**src/hw/spr_regs.svh**
```systemverilog
// Purpose: Register map, field positions and command codes of the
//          serial poll response manager.
// Assumes: Byte addresses are four times the register index.
// Notes:   Definitions only.
`ifndef SPR_REGS_SVH
`define SPR_REGS_SVH

// ************************************************************
// Register indices and byte addresses
// ************************************************************
`define SPR_IDX_STATUS 6'h06
`define SPR_IDX_ADDRST 6'h08
`define SPR_IDX_AUXCMD 6'h0A
`define SPR_IDX_IRQ0 6'h1D
`define SPR_IDX_CONFIG 6'h20
`define SPR_ADDR_STATUS {`SPR_IDX_STATUS, 2'b00}
`define SPR_ADDR_ADDRST {`SPR_IDX_ADDRST, 2'b00}
`define SPR_ADDR_AUXCMD {`SPR_IDX_AUXCMD, 2'b00}
`define SPR_ADDR_IRQ0 {`SPR_IDX_IRQ0, 2'b00}
`define SPR_ADDR_CONFIG {`SPR_IDX_CONFIG, 2'b00}

// ************************************************************
// Field positions
// ************************************************************
`define SPR_BIT_STB8 7
`define SPR_BIT_RSV 6
`define SPR_BIT_PENDING_SERVICE_REQUEST 6
`define SPR_BIT_SERIAL_POLL_MODE_STATE 5
`define SPR_BIT_TA 1
`define SPR_BIT_STATUS_OUT_FLAG 6
`define SPR_BIT_EOP 0
`define SPR_BIT_MODE3 1

// ************************************************************
// Reset values and auxiliary commands
// ************************************************************
`define SPR_RST_STATUS 8'h00
`define SPR_RST_BYTE 8'h00
`define SPR_RST_WORD 32'h0000_0000
`define SPR_CMD_REQT 8'h18
`define SPR_CMD_REQF 8'h19

`endif

```
**src/hw/spr_pkg.sv**
```systemverilog
// Purpose: Types of the serial poll response manager.
// Assumes: Constants come from spr_regs.svh.
// Notes:   All state of the block lives in spr_state_t.
package spr_pkg;

  // ************************************************************
  // Serial poll modes, Gray coded
  // ************************************************************
  typedef enum logic [1:0] {
    SPR_MODE_ONE = 2'b00,
    SPR_MODE_TWO = 2'b01,
    SPR_MODE_THREE = 2'b11
  } spr_mode_t;

  // ************************************************************
  // AHB-Lite request and answer groups
  // ************************************************************
  typedef struct packed {
    logic hsel;
    logic [31:0] haddr;
    logic [1:0] htrans;
    logic hwrite;
    logic [2:0] hsize;
    logic [31:0] hwdata;
    logic hready;
  } spr_ahb_req_t;

  typedef struct packed {
    logic [31:0] hrdata;
    logic hreadyout;
    logic hresp;
  } spr_ahb_rsp_t;

  // ************************************************************
  // Whole state of the block
  // ************************************************************
  typedef struct packed {
    logic ap_wr;
    logic ap_hit;
    logic [7:0] ap_addr;
    logic [31:0] rdata;
    logic [7:0] stb;
    logic req;
    logic srq;
    logic pending_service_request;
    logic flag;
    logic irq_en;
    logic cfg_eop;
    logic cfg_m3;
    logic serial_poll_active_state;
    logic [7:0] resp;
    logic resp_vld;
    logic resp_eoi;
  } spr_state_t;

endpackage

```
**src/hw/spr_serial_poll.sv**
```systemverilog
// Purpose: Serial poll response and service request logic of a
//          bus non-controller, with an AHB-Lite register slave.
// Assumes: Talker state inputs come from logic on clk_i.
// Notes:   Zero wait state slave, response always OKAY.
// Function
// RULE1 - Status write register keeps bit 8 at 7, bits 6..1 at 5..0.
// RULE2 - Mode one: software always writes request-service bit as zero.
// RULE3 - Mode two: written request-service bit is returned as RQS.
// RULE4 - Mode three: writing request-service bit set asserts SRQ.
// RULE5 - Readback returns last written status bits in same positions; code returns the pending flag at bit 6 instead.
// RULE6 - Pending flag sets when service is requested per mode.
// RULE7 - Pending flag clears when the controller polls the device.
// RULE8 - Address status bit 5 shows poll mode state; send needs TA.
// RULE9 - Mode one: poll answered at once with current status byte.
// RULE10 - Mode two: interrupt, hold off until status write, send it.
// RULE11 - Software picks mode two by the status out interrupt enable.
// RULE12 - Mode one: request-true then status write asserts SRQ.
// RULE13 - Mode one: SRQ holds until polled or withdrawn.
// RULE14 - Mode one: request-false then status write drops SRQ.
// RULE15 - Mode one: plain status write leaves SRQ unchanged.
// RULE16 - Mode two: request-true asserts SRQ until poll or false.
// RULE17 - Mode two: poll sets status out flag.
// RULE18 - Mode two: software sets request bit only when requesting.
// RULE19 - Mode three: SRQ holds until poll; clear write drops it.
// RULE20 - Response byte: bit 8 at 7, RQS at 6, bits 6..1 at 5..0.
// RULE21 - Modes one, three: RQS from own request; two: written bit.
// RULE22 - Status out flag sets on poll entry, clears on write or exit.
// RULE23 - Request-false command deasserts SRQ; code drops SRQ on it only in mode two.
// RULE24 - End on poll option sends EOI with every response byte.
// RULE25 - Response byte is one coherent value during a poll.
//
// Register access over AHB-Lite was decided locally.
`timescale 1ns/1ns
`default_nettype none
`include "spr_regs.svh"

module spr_serial_poll (
  // Clock and reset
  input wire logic clk_i,
  input wire logic rst_i,
  // AHB-Lite slave
  input wire spr_pkg::spr_ahb_req_t ahb_req_i,
  output spr_pkg::spr_ahb_rsp_t ahb_rsp_o,
  // Talker state
  input wire logic serial_poll_mode_state_i,
  input wire logic talker_active_i,
  input wire logic poll_byte_taken_i,
  // Bus side answer
  output logic srq_o,
  output logic resp_valid_o,
  output logic [7:0] resp_byte_o,
  output logic resp_eoi_o,
  output logic status_out_irq_o
);
  import spr_pkg::*;

  // ************************************************************
  // Decoding helpers
  // ************************************************************

  // Mode from the interrupt enable and the mode three select
  function automatic spr_mode_t spr_mode(input logic irq_en,
                                         input logic m3);
    spr_mode_t m;
    m = SPR_MODE_ONE;
    if (irq_en) begin
      m = SPR_MODE_TWO;
    end else if (m3) begin
      m = SPR_MODE_THREE;
    end
    return m;
  endfunction

  // Read data for one byte address
  function automatic logic [31:0] spr_read(input spr_state_t st,
                                           input logic [7:0] a,
                                           input logic serial_poll_mode_state,
                                           input logic ta);
    logic [31:0] r;
    r = `SPR_RST_WORD;
    case (a)
      `SPR_ADDR_STATUS: begin
        r[7:0] = st.stb;
        r[`SPR_BIT_PENDING_SERVICE_REQUEST] = st.pending_service_request;
      end
      `SPR_ADDR_ADDRST: begin
        r[`SPR_BIT_SERIAL_POLL_MODE_STATE] = serial_poll_mode_state;
        r[`SPR_BIT_TA] = ta;
      end
      `SPR_ADDR_IRQ0: begin
        r[`SPR_BIT_STATUS_OUT_FLAG] = st.flag;
      end
      `SPR_ADDR_CONFIG: begin
        r[`SPR_BIT_EOP] = st.cfg_eop;
        r[`SPR_BIT_MODE3] = st.cfg_m3;
      end
      default: begin
        r = `SPR_RST_WORD;
      end
    endcase
    return r;
  endfunction

  // ************************************************************
  // State and decoded events
  // ************************************************************
  spr_state_t s_q;
  spr_state_t s_d;
  spr_mode_t mode;
  logic serial_poll_active_state;
  logic serial_poll_active_state_rise;
  logic serial_poll_active_state_fall;
  logic ap_take;
  logic wr_now;
  logic sbw;
  logic aux;
  logic reqt;
  logic reqf;
  logic [7:0] wdata;
  logic sent;

  // Event decode from the bus data phase and the talker
  always_comb begin
    mode = spr_mode(s_q.irq_en, s_q.cfg_m3);
    serial_poll_active_state = serial_poll_mode_state_i & talker_active_i; // RULE8
    serial_poll_active_state_rise = serial_poll_active_state & ~s_q.serial_poll_active_state;
    serial_poll_active_state_fall = ~serial_poll_active_state & s_q.serial_poll_active_state;
    ap_take = ahb_req_i.hsel & ahb_req_i.htrans[1] & ahb_req_i.hready;
    wr_now = s_q.ap_wr & s_q.ap_hit;
    wdata = ahb_req_i.hwdata[7:0];
    sbw = wr_now & (s_q.ap_addr == `SPR_ADDR_STATUS);
    aux = wr_now & (s_q.ap_addr == `SPR_ADDR_AUXCMD);
    reqt = aux & (wdata == `SPR_CMD_REQT);
    reqf = aux & (wdata == `SPR_CMD_REQF);
    sent = poll_byte_taken_i & s_q.resp_vld & serial_poll_active_state;
  end

  // ************************************************************
  // Next state
  // ************************************************************
  always_comb begin
    s_d = s_q;
    s_d.serial_poll_active_state = serial_poll_active_state;

    // Bus address phase, read data fetched early
    s_d.ap_wr = 1'b0;
    if (ap_take) begin
      s_d.ap_wr = ahb_req_i.hwrite;
      s_d.ap_addr = ahb_req_i.haddr[7:0];
      s_d.ap_hit = (ahb_req_i.haddr[31:8] == 24'h00_0000);
      s_d.rdata = `SPR_RST_WORD;
      if (!ahb_req_i.hwrite && s_d.ap_hit) begin
        s_d.rdata = spr_read(s_q, ahb_req_i.haddr[7:0],
                             serial_poll_mode_state_i,
                             talker_active_i); // RULE5 RULE8
      end
    end

    // Register writes that only store a value
    if (sbw) begin
      s_d.stb = wdata; // RULE1
    end
    if (wr_now && s_q.ap_addr == `SPR_ADDR_IRQ0) begin
      s_d.irq_en = wdata[`SPR_BIT_STATUS_OUT_FLAG];
    end
    if (wr_now && s_q.ap_addr == `SPR_ADDR_CONFIG) begin
      s_d.cfg_eop = wdata[`SPR_BIT_EOP];
      s_d.cfg_m3 = wdata[`SPR_BIT_MODE3];
    end

    // A finished poll whose byte carried RQS withdraws the request first
    if (sent && s_q.resp[`SPR_BIT_RSV]) begin
      s_d.srq = 1'b0; // RULE13 RULE19
      s_d.req = 1'b0;
    end
    if (sent) begin
      s_d.pending_service_request = 1'b0; // RULE7
    end

    // Request commands, latched for mode one
    if (reqt) begin
      s_d.req = 1'b1;
    end
    if (reqf) begin
      s_d.req = 1'b0;
    end

    // Service request line per mode, sets win over poll clear
    unique case (mode)
      SPR_MODE_ONE: begin
        if (sbw) begin
          s_d.srq = s_q.req; // RULE12 RULE14 RULE15
        end
      end
      SPR_MODE_TWO: begin
        if (reqt) begin
          s_d.srq = 1'b1; // RULE16
        end
        if (reqf) begin
          s_d.srq = 1'b0; // RULE23
        end
      end
      SPR_MODE_THREE: begin
        if (sbw) begin
          s_d.srq = wdata[`SPR_BIT_RSV]; // RULE4 RULE19
        end
      end
    endcase

    // Pending flag sets on a request in modes one and two, never in mode three
    if (reqt && mode != SPR_MODE_THREE) begin
      s_d.pending_service_request = 1'b1; // RULE6
    end
    if (sbw && wdata[`SPR_BIT_RSV] && mode == SPR_MODE_TWO) begin
      s_d.pending_service_request = 1'b1; // RULE6
    end

    // Status out flag, set wins over clear
    if (sbw || serial_poll_active_state_fall) begin
      s_d.flag = 1'b0; // RULE22
    end
    if (serial_poll_active_state_rise) begin
      s_d.flag = 1'b1; // RULE17 RULE22
    end

    // Response byte, frozen once loaded
    if (!serial_poll_active_state || sent) begin
      s_d.resp_vld = 1'b0;
    end
    if (serial_poll_active_state_rise && mode != SPR_MODE_TWO) begin
      s_d.resp = {s_q.stb[`SPR_BIT_STB8], s_q.srq,
                  s_q.stb[5:0]}; // RULE9 RULE20 RULE21 RULE25
      s_d.resp_vld = 1'b1;
      s_d.resp_eoi = s_q.cfg_eop; // RULE24
    end
    if (sbw && serial_poll_active_state && !s_q.resp_vld && mode == SPR_MODE_TWO) begin
      s_d.resp = wdata; // RULE3 RULE10 RULE21
      s_d.resp_vld = 1'b1;
      s_d.resp_eoi = s_q.cfg_eop; // RULE24
    end
  end

  // State register
  always_ff @(posedge clk_i or posedge rst_i) begin
    if (rst_i) begin
      s_q <= '0;
      s_q.stb <= `SPR_RST_STATUS;
      s_q.resp <= `SPR_RST_BYTE;
      s_q.rdata <= `SPR_RST_WORD;
    end else begin
      s_q <= s_d;
    end
  end

  // ************************************************************
  // Outputs
  // ************************************************************
  assign ahb_rsp_o.hrdata = s_q.rdata;
  assign ahb_rsp_o.hreadyout = 1'b1;
  assign ahb_rsp_o.hresp = 1'b0;
  assign srq_o = s_q.srq;
  assign resp_valid_o = s_q.resp_vld & serial_poll_active_state; // RULE8
  assign resp_byte_o = s_q.resp;
  assign resp_eoi_o = s_q.resp_eoi;
  assign status_out_irq_o = s_q.flag & s_q.irq_en; // RULE10
endmodule

`default_nettype wire

```
**config.mk**
```make
export PLATFORM = sky130hd
export DESIGN_NAME = spr_serial_poll
export DESIGN_NICKNAME = d
export VERILOG_FILES = /design/src/hw/spr_pkg.sv /design/src/hw/spr_serial_poll.sv
export VERILOG_INCLUDE_DIRS = /design/src /design/src/hw
export SDC_FILE = /design/constraint.sdc
export NUM_CORES = 1
export LEC_CHECK = 0
export ABC_AREA = 0
export BUFFER_PORTS_ARGS = -buffer_cell sky130_fd_sc_hd__buf_2
export CORE_MARGIN = 4
export CORE_UTILIZATION = 45
export CTS_CLUSTER_SIZE = 40
export DETAILED_ROUTE_END_ITERATION = 16
export GPL_TIMING_DRIVEN = 0
export PLACE_DENSITY = 0.8
export SLEW_MARGIN = 20
export SYNTH_ARGS = -nofsm -noshare
export SYNTH_HDL_FRONTEND = slang
export SYNTH_SLANG_ARGS = --single-unit
```
**constraint.sdc**
```tcl
create_clock -name clk_i -period 2.5 [get_ports clk_i]
set_clock_uncertainty 0.05 [all_clocks]
set_input_delay 0.5 -clock clk_i [delete_from_list [all_inputs] [get_ports clk_i]]
set_output_delay 0.5 -clock clk_i [all_outputs]
set_load 0.01 [all_outputs]
```
Yosys cells after proc, flatten, opt, wreduce, memory -nomap -nowiden
Index checks and enable logic that the tools add are counted.

Bits in registers: 68. Input port bits: 77. Output and inout port bits: 46. Word-level logic and storage cells: 95.

Eq/ne operators: 14. Multiplexer cells: 26. Bitwise operators: 16. Reduce and logical (&&, ||, !) cells: 23.

Operators by type and width (number): $mux W42 (1); $eq A8 B5 Y1 const B (4); $logic_not A24 Y1 (1); $mux W10 (2); $eq A8 B6 Y1 const B (2); $eq A8 B7 Y1 const B (2); $eq A8 B8 Y1 const B (2); $and A1 B1 Y1 (14); $mux W1 (13); $logic_and A1 B1 Y1 (11); $reduce_bool A3 Y1 (3); $mux W8 (1); $mux W2 (3); $pmux W1 S2 (3); $pmux W1 S3 (2); $reduce_bool A2 Y1 (2); $logic_not A1 Y1 (3); $mux W3 (1); $eq A2 B1 Y1 const B (1); $eq A2 B2 Y1 const B (1); $logic_not A2 Y1 (1); $logic_or A1 B1 Y1 (2); $ne A2 B1 Y1 const B (1); $ne A2 B2 Y1 const B (1); $not A1 Y1 (2).

Depth between registers and ports, before layout
Gate-level depths: netlist of the first run.

Depth after elaboration: 7. Mapped depth: 6. Gate-level depth less buffers: 6.

Worst setup path before layout of the first run
No wires, ideal clock.

Kind: register to register. Start point: register s_q[60] in the netlist's numbering. End point: register s_q (netlist bit resp_eoi_o). Setup time: 125 ps. Data arrival time: 1828 ps. Data required time: 2325 ps. Path slack: 497 ps. Cell stages (with the launch flop): 5. Path buffers: 0. Period minus slack after synthesis: 2003 ps. Cell sequence: dfrtp_1 or4b_4 nor4_4 nor2_4 mux2_4.

Word-level cells in the longest chain between the ends: 6. Elaborated cells between the ends (all ways): 7. Those cells by class: eq/ne: 1; mux: 1; bitwise: 1; reduce/logical: 4.

RTL lines: start, declared (line spr_serial_poll.sv:107) `spr_state_t s_q;`; $eq A8 B5 Y1 (no line) *; $and A1 B1 Y1 * (line spr_serial_poll.sv:131) `` sbw = wr_now & (s_q.ap_addr == `SPR_ADDR_STATUS); ``; $logic_and A1 B1 Y1 * (3 in a row) (line spr_serial_poll.sv:236) `if (sbw && serial_poll_active_state && !s_q.resp_vld && mode == SPR_MODE_TWO) begin`; $mux W10 or $reduce_bool A2 Y1 (tied branches).

Mark *: on every way between the ends. The rest lies on a longest branch, timed or not. A chain may end at the register's enable or synchronous reset.

Worst setup path in the final report of the first run
Same ends and word-level chain as after synthesis.

==> out/results.tsv, run 1 <==
stage	metric	value	unit
setup_path	crit_family	simple AND/OR/NAND/NOR gates	
timing	fmax	0.451	GHz
synthesis	netlist.area_leader.share	0.456	
floorplanning	coreArea	5110	sq um
detailed_routing	via_per_inst	4.84	
timing	rsz0062_at_grt	false	
status	status	completed	
floorplanning	die_w	80.4	um
clock_tree	tritoncts	built	
clock_tree	clk_latency	0.30	ns
setup_path	critPathBufInv	0	
synthesis	synth.avg_cell_area	10.2	sq um
setup_path	critical_path.startpoint_type	register	
floorplanning	rows	26	
setup_path	end_kind	register	
global_routing	grt_pass1_vias	1884	
clock_tree	cts_buffer_depth	2	
setup_path	critPathSlowestCell	nor4_4	
synthesis	ys_warn_count	0	
setup_path	critPathArrivalTime	2.36	ns
synthesis	syn-cell-area	2360	sq um
floorplanning	fp.dieArea	6460	sq um
flow_run	drv_cap	0	
setup_path	slowest_delay	0.60	ns
clock_tree	numClockSinks	43	
floorplanning	num_io_pins	123	
floorplanning	start_util	0.462	
finish	nNetsFinal	408	
detailed_routing	ant_nets	0	
pwr	powerDensity	514	nW/um^2
place	port-buffer-count	68	
pwr	vdd_drop_max	0.000204	V
place	hpwl	4.27	mm
place	routabilityCongestion	0.783	
setup_path	path_max_fanout	10	
detailed_routing	vias	1945	
finish	finalNonFillerCells	402	
place	post_dp_cell_area	2900	sq um
finish	n_antenna_cell	0	
finish	postLayoutCellArea	3000	sq um
setup_path	worstSetupPathType	reg -> reg	
clock_tree	ctsRootBufferMaster	clkbuf_8	
synthesis	ys_ff_latch	43	
clock_tree	clkSlewWorstSetupHoldPaths	0.09	ns
synthesis	synth_common_cells	dfrtp_1, buf_4, nand2_1	
finish	syn2layout_area_growth	27.1	%
pwr	totalPowerFinal	1.54	mW
synthesis	yosysTopAreaCell	dfrtp_1	
setup_path	worstPathCellList	or4b_4 -> nor4_4 -> nor2_4 -> mux2_4	
worst_hold_path	hold_class	in -> async	
synthesis	synth_area_leaders	dfrtp_1, buf_4, nand2_1	
timing	finalCritPeriodShare	0.886	
detailed_routing	drc	0	
clock_tree	cts_made_buffers	5	
clock_tree	cts_resized	0	
clock_tree	hold_buffers	0	
synthesis	synth_async_sr_flop_share	1.00	
global_routing	antenna_found_initial	0	
finish	drive_gt1_frac	0.398	
timing	maxSlewHeadroom	0.507	
detailed_routing	dr.pass1.iters	4	
detailed_routing	drtIter0Drc	83	
clock_tree	htreeDepth	2	
synthesis	synth.most_common_cell	dfrtp_1	
finish	ff_latch_area	1080	sq um
timing	fin_tns_setup	0	ns
place	post-place-cells	394	
detailed_routing	routed_wl	5.30	mm
global_routing	grt_use_total	0.174	
timing	whs	0.170	ns
clock_tree	postCtsSetupBuffers	0	
timing	hold_viol	0	
timing	period_minus_slack	2.21	ns
synthesis	yosysSeqAreaShare	0.456	
floorplanning	die_h	80.4	um
timing	worstMarginPinSlew	0.736	ns
pwr	power_leakage	1.64	nW
timing	setup_viol	0	
finish	multi_input_area	1030	sq um
timing	drv_slew	0	
global_routing	grt_max_degree	24	
finish	fillers	488	
global_routing	grt_overflow_total	0	
synthesis	ys_types	50	
synthesis	synth-edff-count	0	
global_routing	grt_pass1_wl	8.63	mm
detailed_routing	wl_per_cell	13.2	um
setup_path	cp.required	2.65	ns
synthesis	synthCells	231	
synthesis	synth_ff_type	dfrtp_1	
stage by stage:
stage / setup WS [ns] / utilization
after floorplan: 0.497 / -
after global placement: 0.294 / 0.563
after detailed placement: 0.281 / 0.569
after CTS: 0.271 / 0.587
after global routing: 0.193 / 0.587
final: 0.285 / 0.587
kinds of logic after synthesis:
logic type             count (synthesis)  synth area share
multiplexers                          12            0.0578
buffers and inverters                 50             0.147
AO/OA/AOI/OAI                         39             0.133
flip-flops                            43             0.456
other                                  2           0.00318
AND/OR/NAND/NOR                       85             0.203
cell usage in the layout (no fill, tap or decap), types with 3 or more instances in the layout:
| cell type | n |
|---|---|
| clkbuf_8 | 5 |
| nor4_1 | 8 |
| dfrtp_1 | 43 |
| and3_1 | 3 |
| nand2_1 | 32 |
| o31ai_1 | 4 |
| nand3_1 | 8 |
| buf_4 | 42 |
| nor2_1 | 6 |
| nand2b_1 | 3 |
| nor3_1 | 3 |
| clkbuf_1 | 3 |
| a21o_1 | 9 |
| a22o_1 | 13 |
| conb_1 | 26 |
| mux2_2 | 6 |
| mux2_1 | 3 |
| nand4_1 | 3 |
| buf_2 | 69 |
| inv_1 | 3 |
worst paths after layout:
kind	from	cells after the start	endpoint	slack [ns]
max in group asynchronous	rst_i	3	s_q[10]	1.75
hold reg to reg	s_q[58]	2	s_q[58]	0.43
setup reg to reg	s_q[60]	4	resp_eoi_o	0.29
setup / recovery	s_q[60]	4	resp_eoi_o	0.29
min in group clk_i	poll_byte_taken_i	2	s_q[1]	0.36
hold / removal	rst_i	2	resp_byte_o[3]	0.17
flip-flops by register name (all words and copies together), names as in the netlist:
| register | cells |
|---|---|
| resp_byte_o | 8 |
| ahb_rsp_o | 8 |
| resp_eoi_o | 1 |
| s_q | 25 |
| srq_o | 1 |
where the power goes:
| group | leakage [nW] | switching (mW) | internal (mW) |
|---|---|---|---|
| registers | 0.548 | 0.0452 | 0.755 |
| logic | 1.05 | 0.133 | 0.156 |
| clock network | 0.0408 | 0.252 | 0.200 |
| total | 1.64 | 0.431 | 1.11 |
routing by layer:
metal  global-route usage  part of all wire
met5                    0                 0
met4               0.0524             0.015
met3               0.0426             0.066
met2                0.305              0.51
met1                0.209              0.41
cell type report:
| class | count | area share |
|---|---|---|
| well taps | 70 | 0.0292 |
| plain buffers | 46 | 0.111 |
| inverters | 4 | 0.00501 |
| repair buffers | 69 | 0.123 |
| clock inverters | 3 | 0.00793 |
| clock buffers | 5 | 0.0230 |
| flip-flops and latches | 43 | 0.359 |
| multi-input cells | 162 | 0.342 |
Note: power is estimated with default switching activity, not from simulation.
==> run 2, diff against run 1 <==
- ABC_AREA: 0 -> 1
- CORE_UTILIZATION: 45 -> 47
- PLACE_DENSITY: 0.8 -> 0.81
==> run 2 against run 1 <==
Synthesized cell count grew 48%. Clock power grew 42%. First-iteration DRC count grew 57%. Combinational power grew 26%. Register-to-register slack gained 0.68 ns. Non-clock buffer count grew 1. Hold slack lost 0.043 ns. Routed wire length grew 17%.
==> out/results.tsv, run 2 <==
stage	metric	value	unit	change
floorplanning	coreArea	5470	sq um	was 5110 sq um
setup_path	slowest_delay	0.24	ns	was 0.60 ns
timing	fin_tns_setup	0	ns	unchanged
status	status	completed		unchanged
detailed_routing	via_per_inst	4.68		was 4.84
pwr	powerDensity	547	nW/um^2	was 514 nW/um^2
detailed_routing	drtIter0Drc	130		was 83
synthesis	synth-edff-count	0		unchanged
finish	nNetsFinal	519		was 408
pwr	seq_power_share	0.445		was 0.519
synthesis	synth_async_sr_flop_share	1.00		unchanged
finish	regMostFlops	s_q		unchanged
clock_tree	hold_buffers	0		unchanged
synthesis	synth_top_family_by_area	simple AND/OR/NAND/NOR gates		unchanged
synthesis	muxShareOfSynthArea	0		was 0.0578
timing	period_minus_slack	1.60	ns	was 2.21 ns
finish	final_common_cell	nand2_1		was buf_2
floorplanning	start_util	0.482		was 0.462
synthesis	syn-cell-area	2640	sq um	was 2360 sq um
setup_path	crit_top_cell	buf_2		
finish	drive_gt1_frac	0.343		was 0.398
setup_path	cp.required	1.95	ns	was 2.65 ns
floorplanning	fp.dieArea	6880	sq um	was 6460 sq um
timing	drv_slew	0		unchanged
global_routing	use_met1	0.217		was 0.209
detailed_routing	ant_nets	0		unchanged
setup_path	worstSetupPathType	in -> out		was reg -> reg
pwr	combPwrFrac	0.201		was 0.188
clock_tree	cts_buffer_depth	2		unchanged
pwr	internal_power	1.32	mW	was 1.11 mW
finish	syn2layout_area_growth	25.5	%	was 27.1%
timing	worstMarginPinSlew	0.533	ns	was 0.736 ns
synthesis	synth-simple-area-share	0.357		was 0.203
detailed_routing	routed_wl	6.22	mm	was 5.30 mm
synthesis	synth_common_cells	nand2_1, nor2_1, buf_4, dfrtp_1, nand3_1		was dfrtp_1, buf_4, nand2_1
detailed_routing	dr.pass1.iters	4		unchanged
clock_tree	htreeDepth	2		unchanged
clock_tree	clk_latency	0.30	ns	about the same
detailed_routing	vias	2410		was 1945
synthesis	synth_xor_area_frac	0		unchanged
place	routabilityCongestion	0.927		was 0.783
setup_path	critPathSlowestCell	nand2_1		was nor4_4
global_routing	grt_overflow_total	0		unchanged
floorplanning	die_w	82.9	um	was 80.4 um
global_routing	gr-usage-met2	0.319		was 0.305
clock_tree	clkSlewWorstSetupHoldPaths	0.08	ns	was 0.09 ns
clock_tree	tritoncts	built		unchanged
finish	final_cell_mix	nand2_1, buf_2, nor2_1, buf_4, dfrtp_1		was buf_2, dfrtp_1, buf_4, nand2_1, conb_1
floorplanning	num_io_pins	123		unchanged
global_routing	antenna_found_initial	0		unchanged
clock_tree	cts_resized	0		unchanged
clock_tree	ctsRootBufferMaster	clkbuf_8		unchanged
synthesis	synth_area_leaders	dfrtp_1, buf_4, nand2_1		unchanged
finish	n_antenna_cell	0		unchanged
timing	finalCritPeriodShare	0.642		was 0.886
floorplanning	die_h	82.9	um	was 80.4 um
synthesis	ys_types	24		was 50
synthesis	synthAdderAreaFrac	0		unchanged
timing	setup_viol	0		unchanged
finish	largest_reg_flops	25		unchanged
global_routing	grt_max_degree	27		was 24
pwr	p_sw	0.489	mW	was 0.431 mW
synthesis	yosysTopAreaCell	dfrtp_1		unchanged
synthesis	synth_ff_type	dfrtp_1		unchanged
place	port-buffer-count	68		unchanged
clock_tree	cts_made_buffers	5		unchanged
setup_path	critical_path.startpoint_type	input pin		was register
flow_run	drv_cap	0		unchanged
global_routing	grt_use_total	0.186		was 0.174
setup_path	worstPathCellList	buf_2 -> nand2_1 -> nor2_1 -> buf_2		was or4b_4 -> nor4_4 -> nor2_4 -> mux2_4
synthesis	ys_ff_latch	43		unchanged
setup_path	critPathArrivalTime	1.05	ns	was 2.36 ns
place	hpwl	5.01	mm	was 4.27 mm
global_routing	grt_pass1_wl	10.5	mm	was 8.63 mm
synthesis	ys_warn_count	0		unchanged
synthesis	synthCells	342		was 231
synthesis	yosysSeqAreaShare	0.408		was 0.456
setup_path	end_kind	output port		was register
detailed_routing	drc	0		unchanged
global_routing	grt_pass1_vias	2394		was 1884
pwr	power_leakage	1.87	nW	was 1.64 nW
timing	whs	0.127	ns	was 0.170 ns
detailed_routing	wl_per_cell	12.1	um	was 13.2 um
timing	rsz0062_at_grt	false		unchanged
synthesis	netlist.area_leader.share	0.408		was 0.456
worst_hold_path	hold_class	in -> async		unchanged
setup_path	path_max_fanout	8		was 10
floorplanning	rows	27		was 26
global_routing	met3_usage	0.0556		was 0.0426
timing	fmax	0.623	GHz	was 0.451 GHz
clock_tree	numClockSinks	43		unchanged
clock_tree	postCtsSetupBuffers	0		unchanged
pwr	swShare	0.270		was 0.280
synthesis	synth.avg_cell_area	7.72	sq um	was 10.2 sq um
pwr	pwr-share-clk	0.354		was 0.293
synthesis	synth_compound_area_frac	0.0560		was 0.133
pwr	vdd_drop_max	0.000227	V	was 0.000204 V
timing	hold_viol	0		unchanged
timing	maxSlewHeadroom	0.644		was 0.507
global_routing	grt-busiest-layer	met2		unchanged
synthesis	synth.most_common_cell	nand2_1		was dfrtp_1
==> run 2: per-stage QoR <==
step                total power, mW  utilization  instance area [sq um]  setup WS [ns]  cells
global route                   1.91        0.605                   3310          0.779    515
CTS                            1.82        0.605                   3310          0.889    515
finish                         1.81        0.605                   3310          0.896    515
floorplan                      1.06            -                   2730          0.947    366
detailed placement             1.18        0.581                   3180          0.717    507
global placement               1.17        0.577                   3160          0.411    506
==> run 2: final cells by class <==
cell class | count | area [sq um]
Tap cell | 72 | 90.1
Timing Repair Buffer | 69 | 360
Inverter | 30 | 113
Multi-Input combinational cell | 246 | 1190
Buffer | 47 | 353
Sequential cell | 43 | 1080
Clock inverter | 2 | 60.1
Fill cell | 527 | 2160
Clock buffer | 6 | 72.6
==> run 2: per-layer routing <==
metal | wire (um) | up-vias | part of all wire
met4 | 110 | 0 | 0.018
met2 | 3230 | 64 | 0.52
met5 | 0 | - | 0
met3 | 323 | 10 | 0.052
met1 | 2560 | 1110 | 0.41
li1 | - | 1226 | -
==> run 2: power by group through the flow <==
| stage | Sequential [mW] | Clock, mW | Combinational, mW |
|---|---|---|---|
| after global placement | 0.818 | 0 | 0.347 |
| after detailed placement | 0.820 | 0 | 0.364 |
| final | 0.806 | 0.643 | 0.364 |
| after floorplan | 0.811 | 0 | 0.250 |
| after global routing | 0.815 | 0.686 | 0.406 |
| after CTS | 0.806 | 0.647 | 0.365 |
==> run 2: worst paths after layout <==
check / start / end / slack, ns / cells after the start
worst max-delay path: talker_active_i / resp_valid_o / 0.90 / 4
worst min-delay path: rst_i / resp_byte_o[5] / 0.13 / 2
worst max register to register: s_q[63] / resp_byte_o[1] / 0.97 / 9
worst min register to register: ahb_rsp_o[8] / ahb_rsp_o[8] / 0.44 / 2
max in group asynchronous: rst_i / s_q[23] / 1.81 / 3
min in group clk_i: poll_byte_taken_i / s_q[1] / 0.39 / 2
==> run 2: worst max-delay path, delay by kind of cell <==
kind | cells | cell delay, ns
simple gates | 2 | 0.30
buf+inv | 2 | 0.24
==> run 2: kinds of logic after synthesis <==
group | after synthesis
AO/OA/AOI/OAI | 27
other | 2
AND/OR/NAND/NOR | 193
flip-flops | 43
buffers and inverters | 77
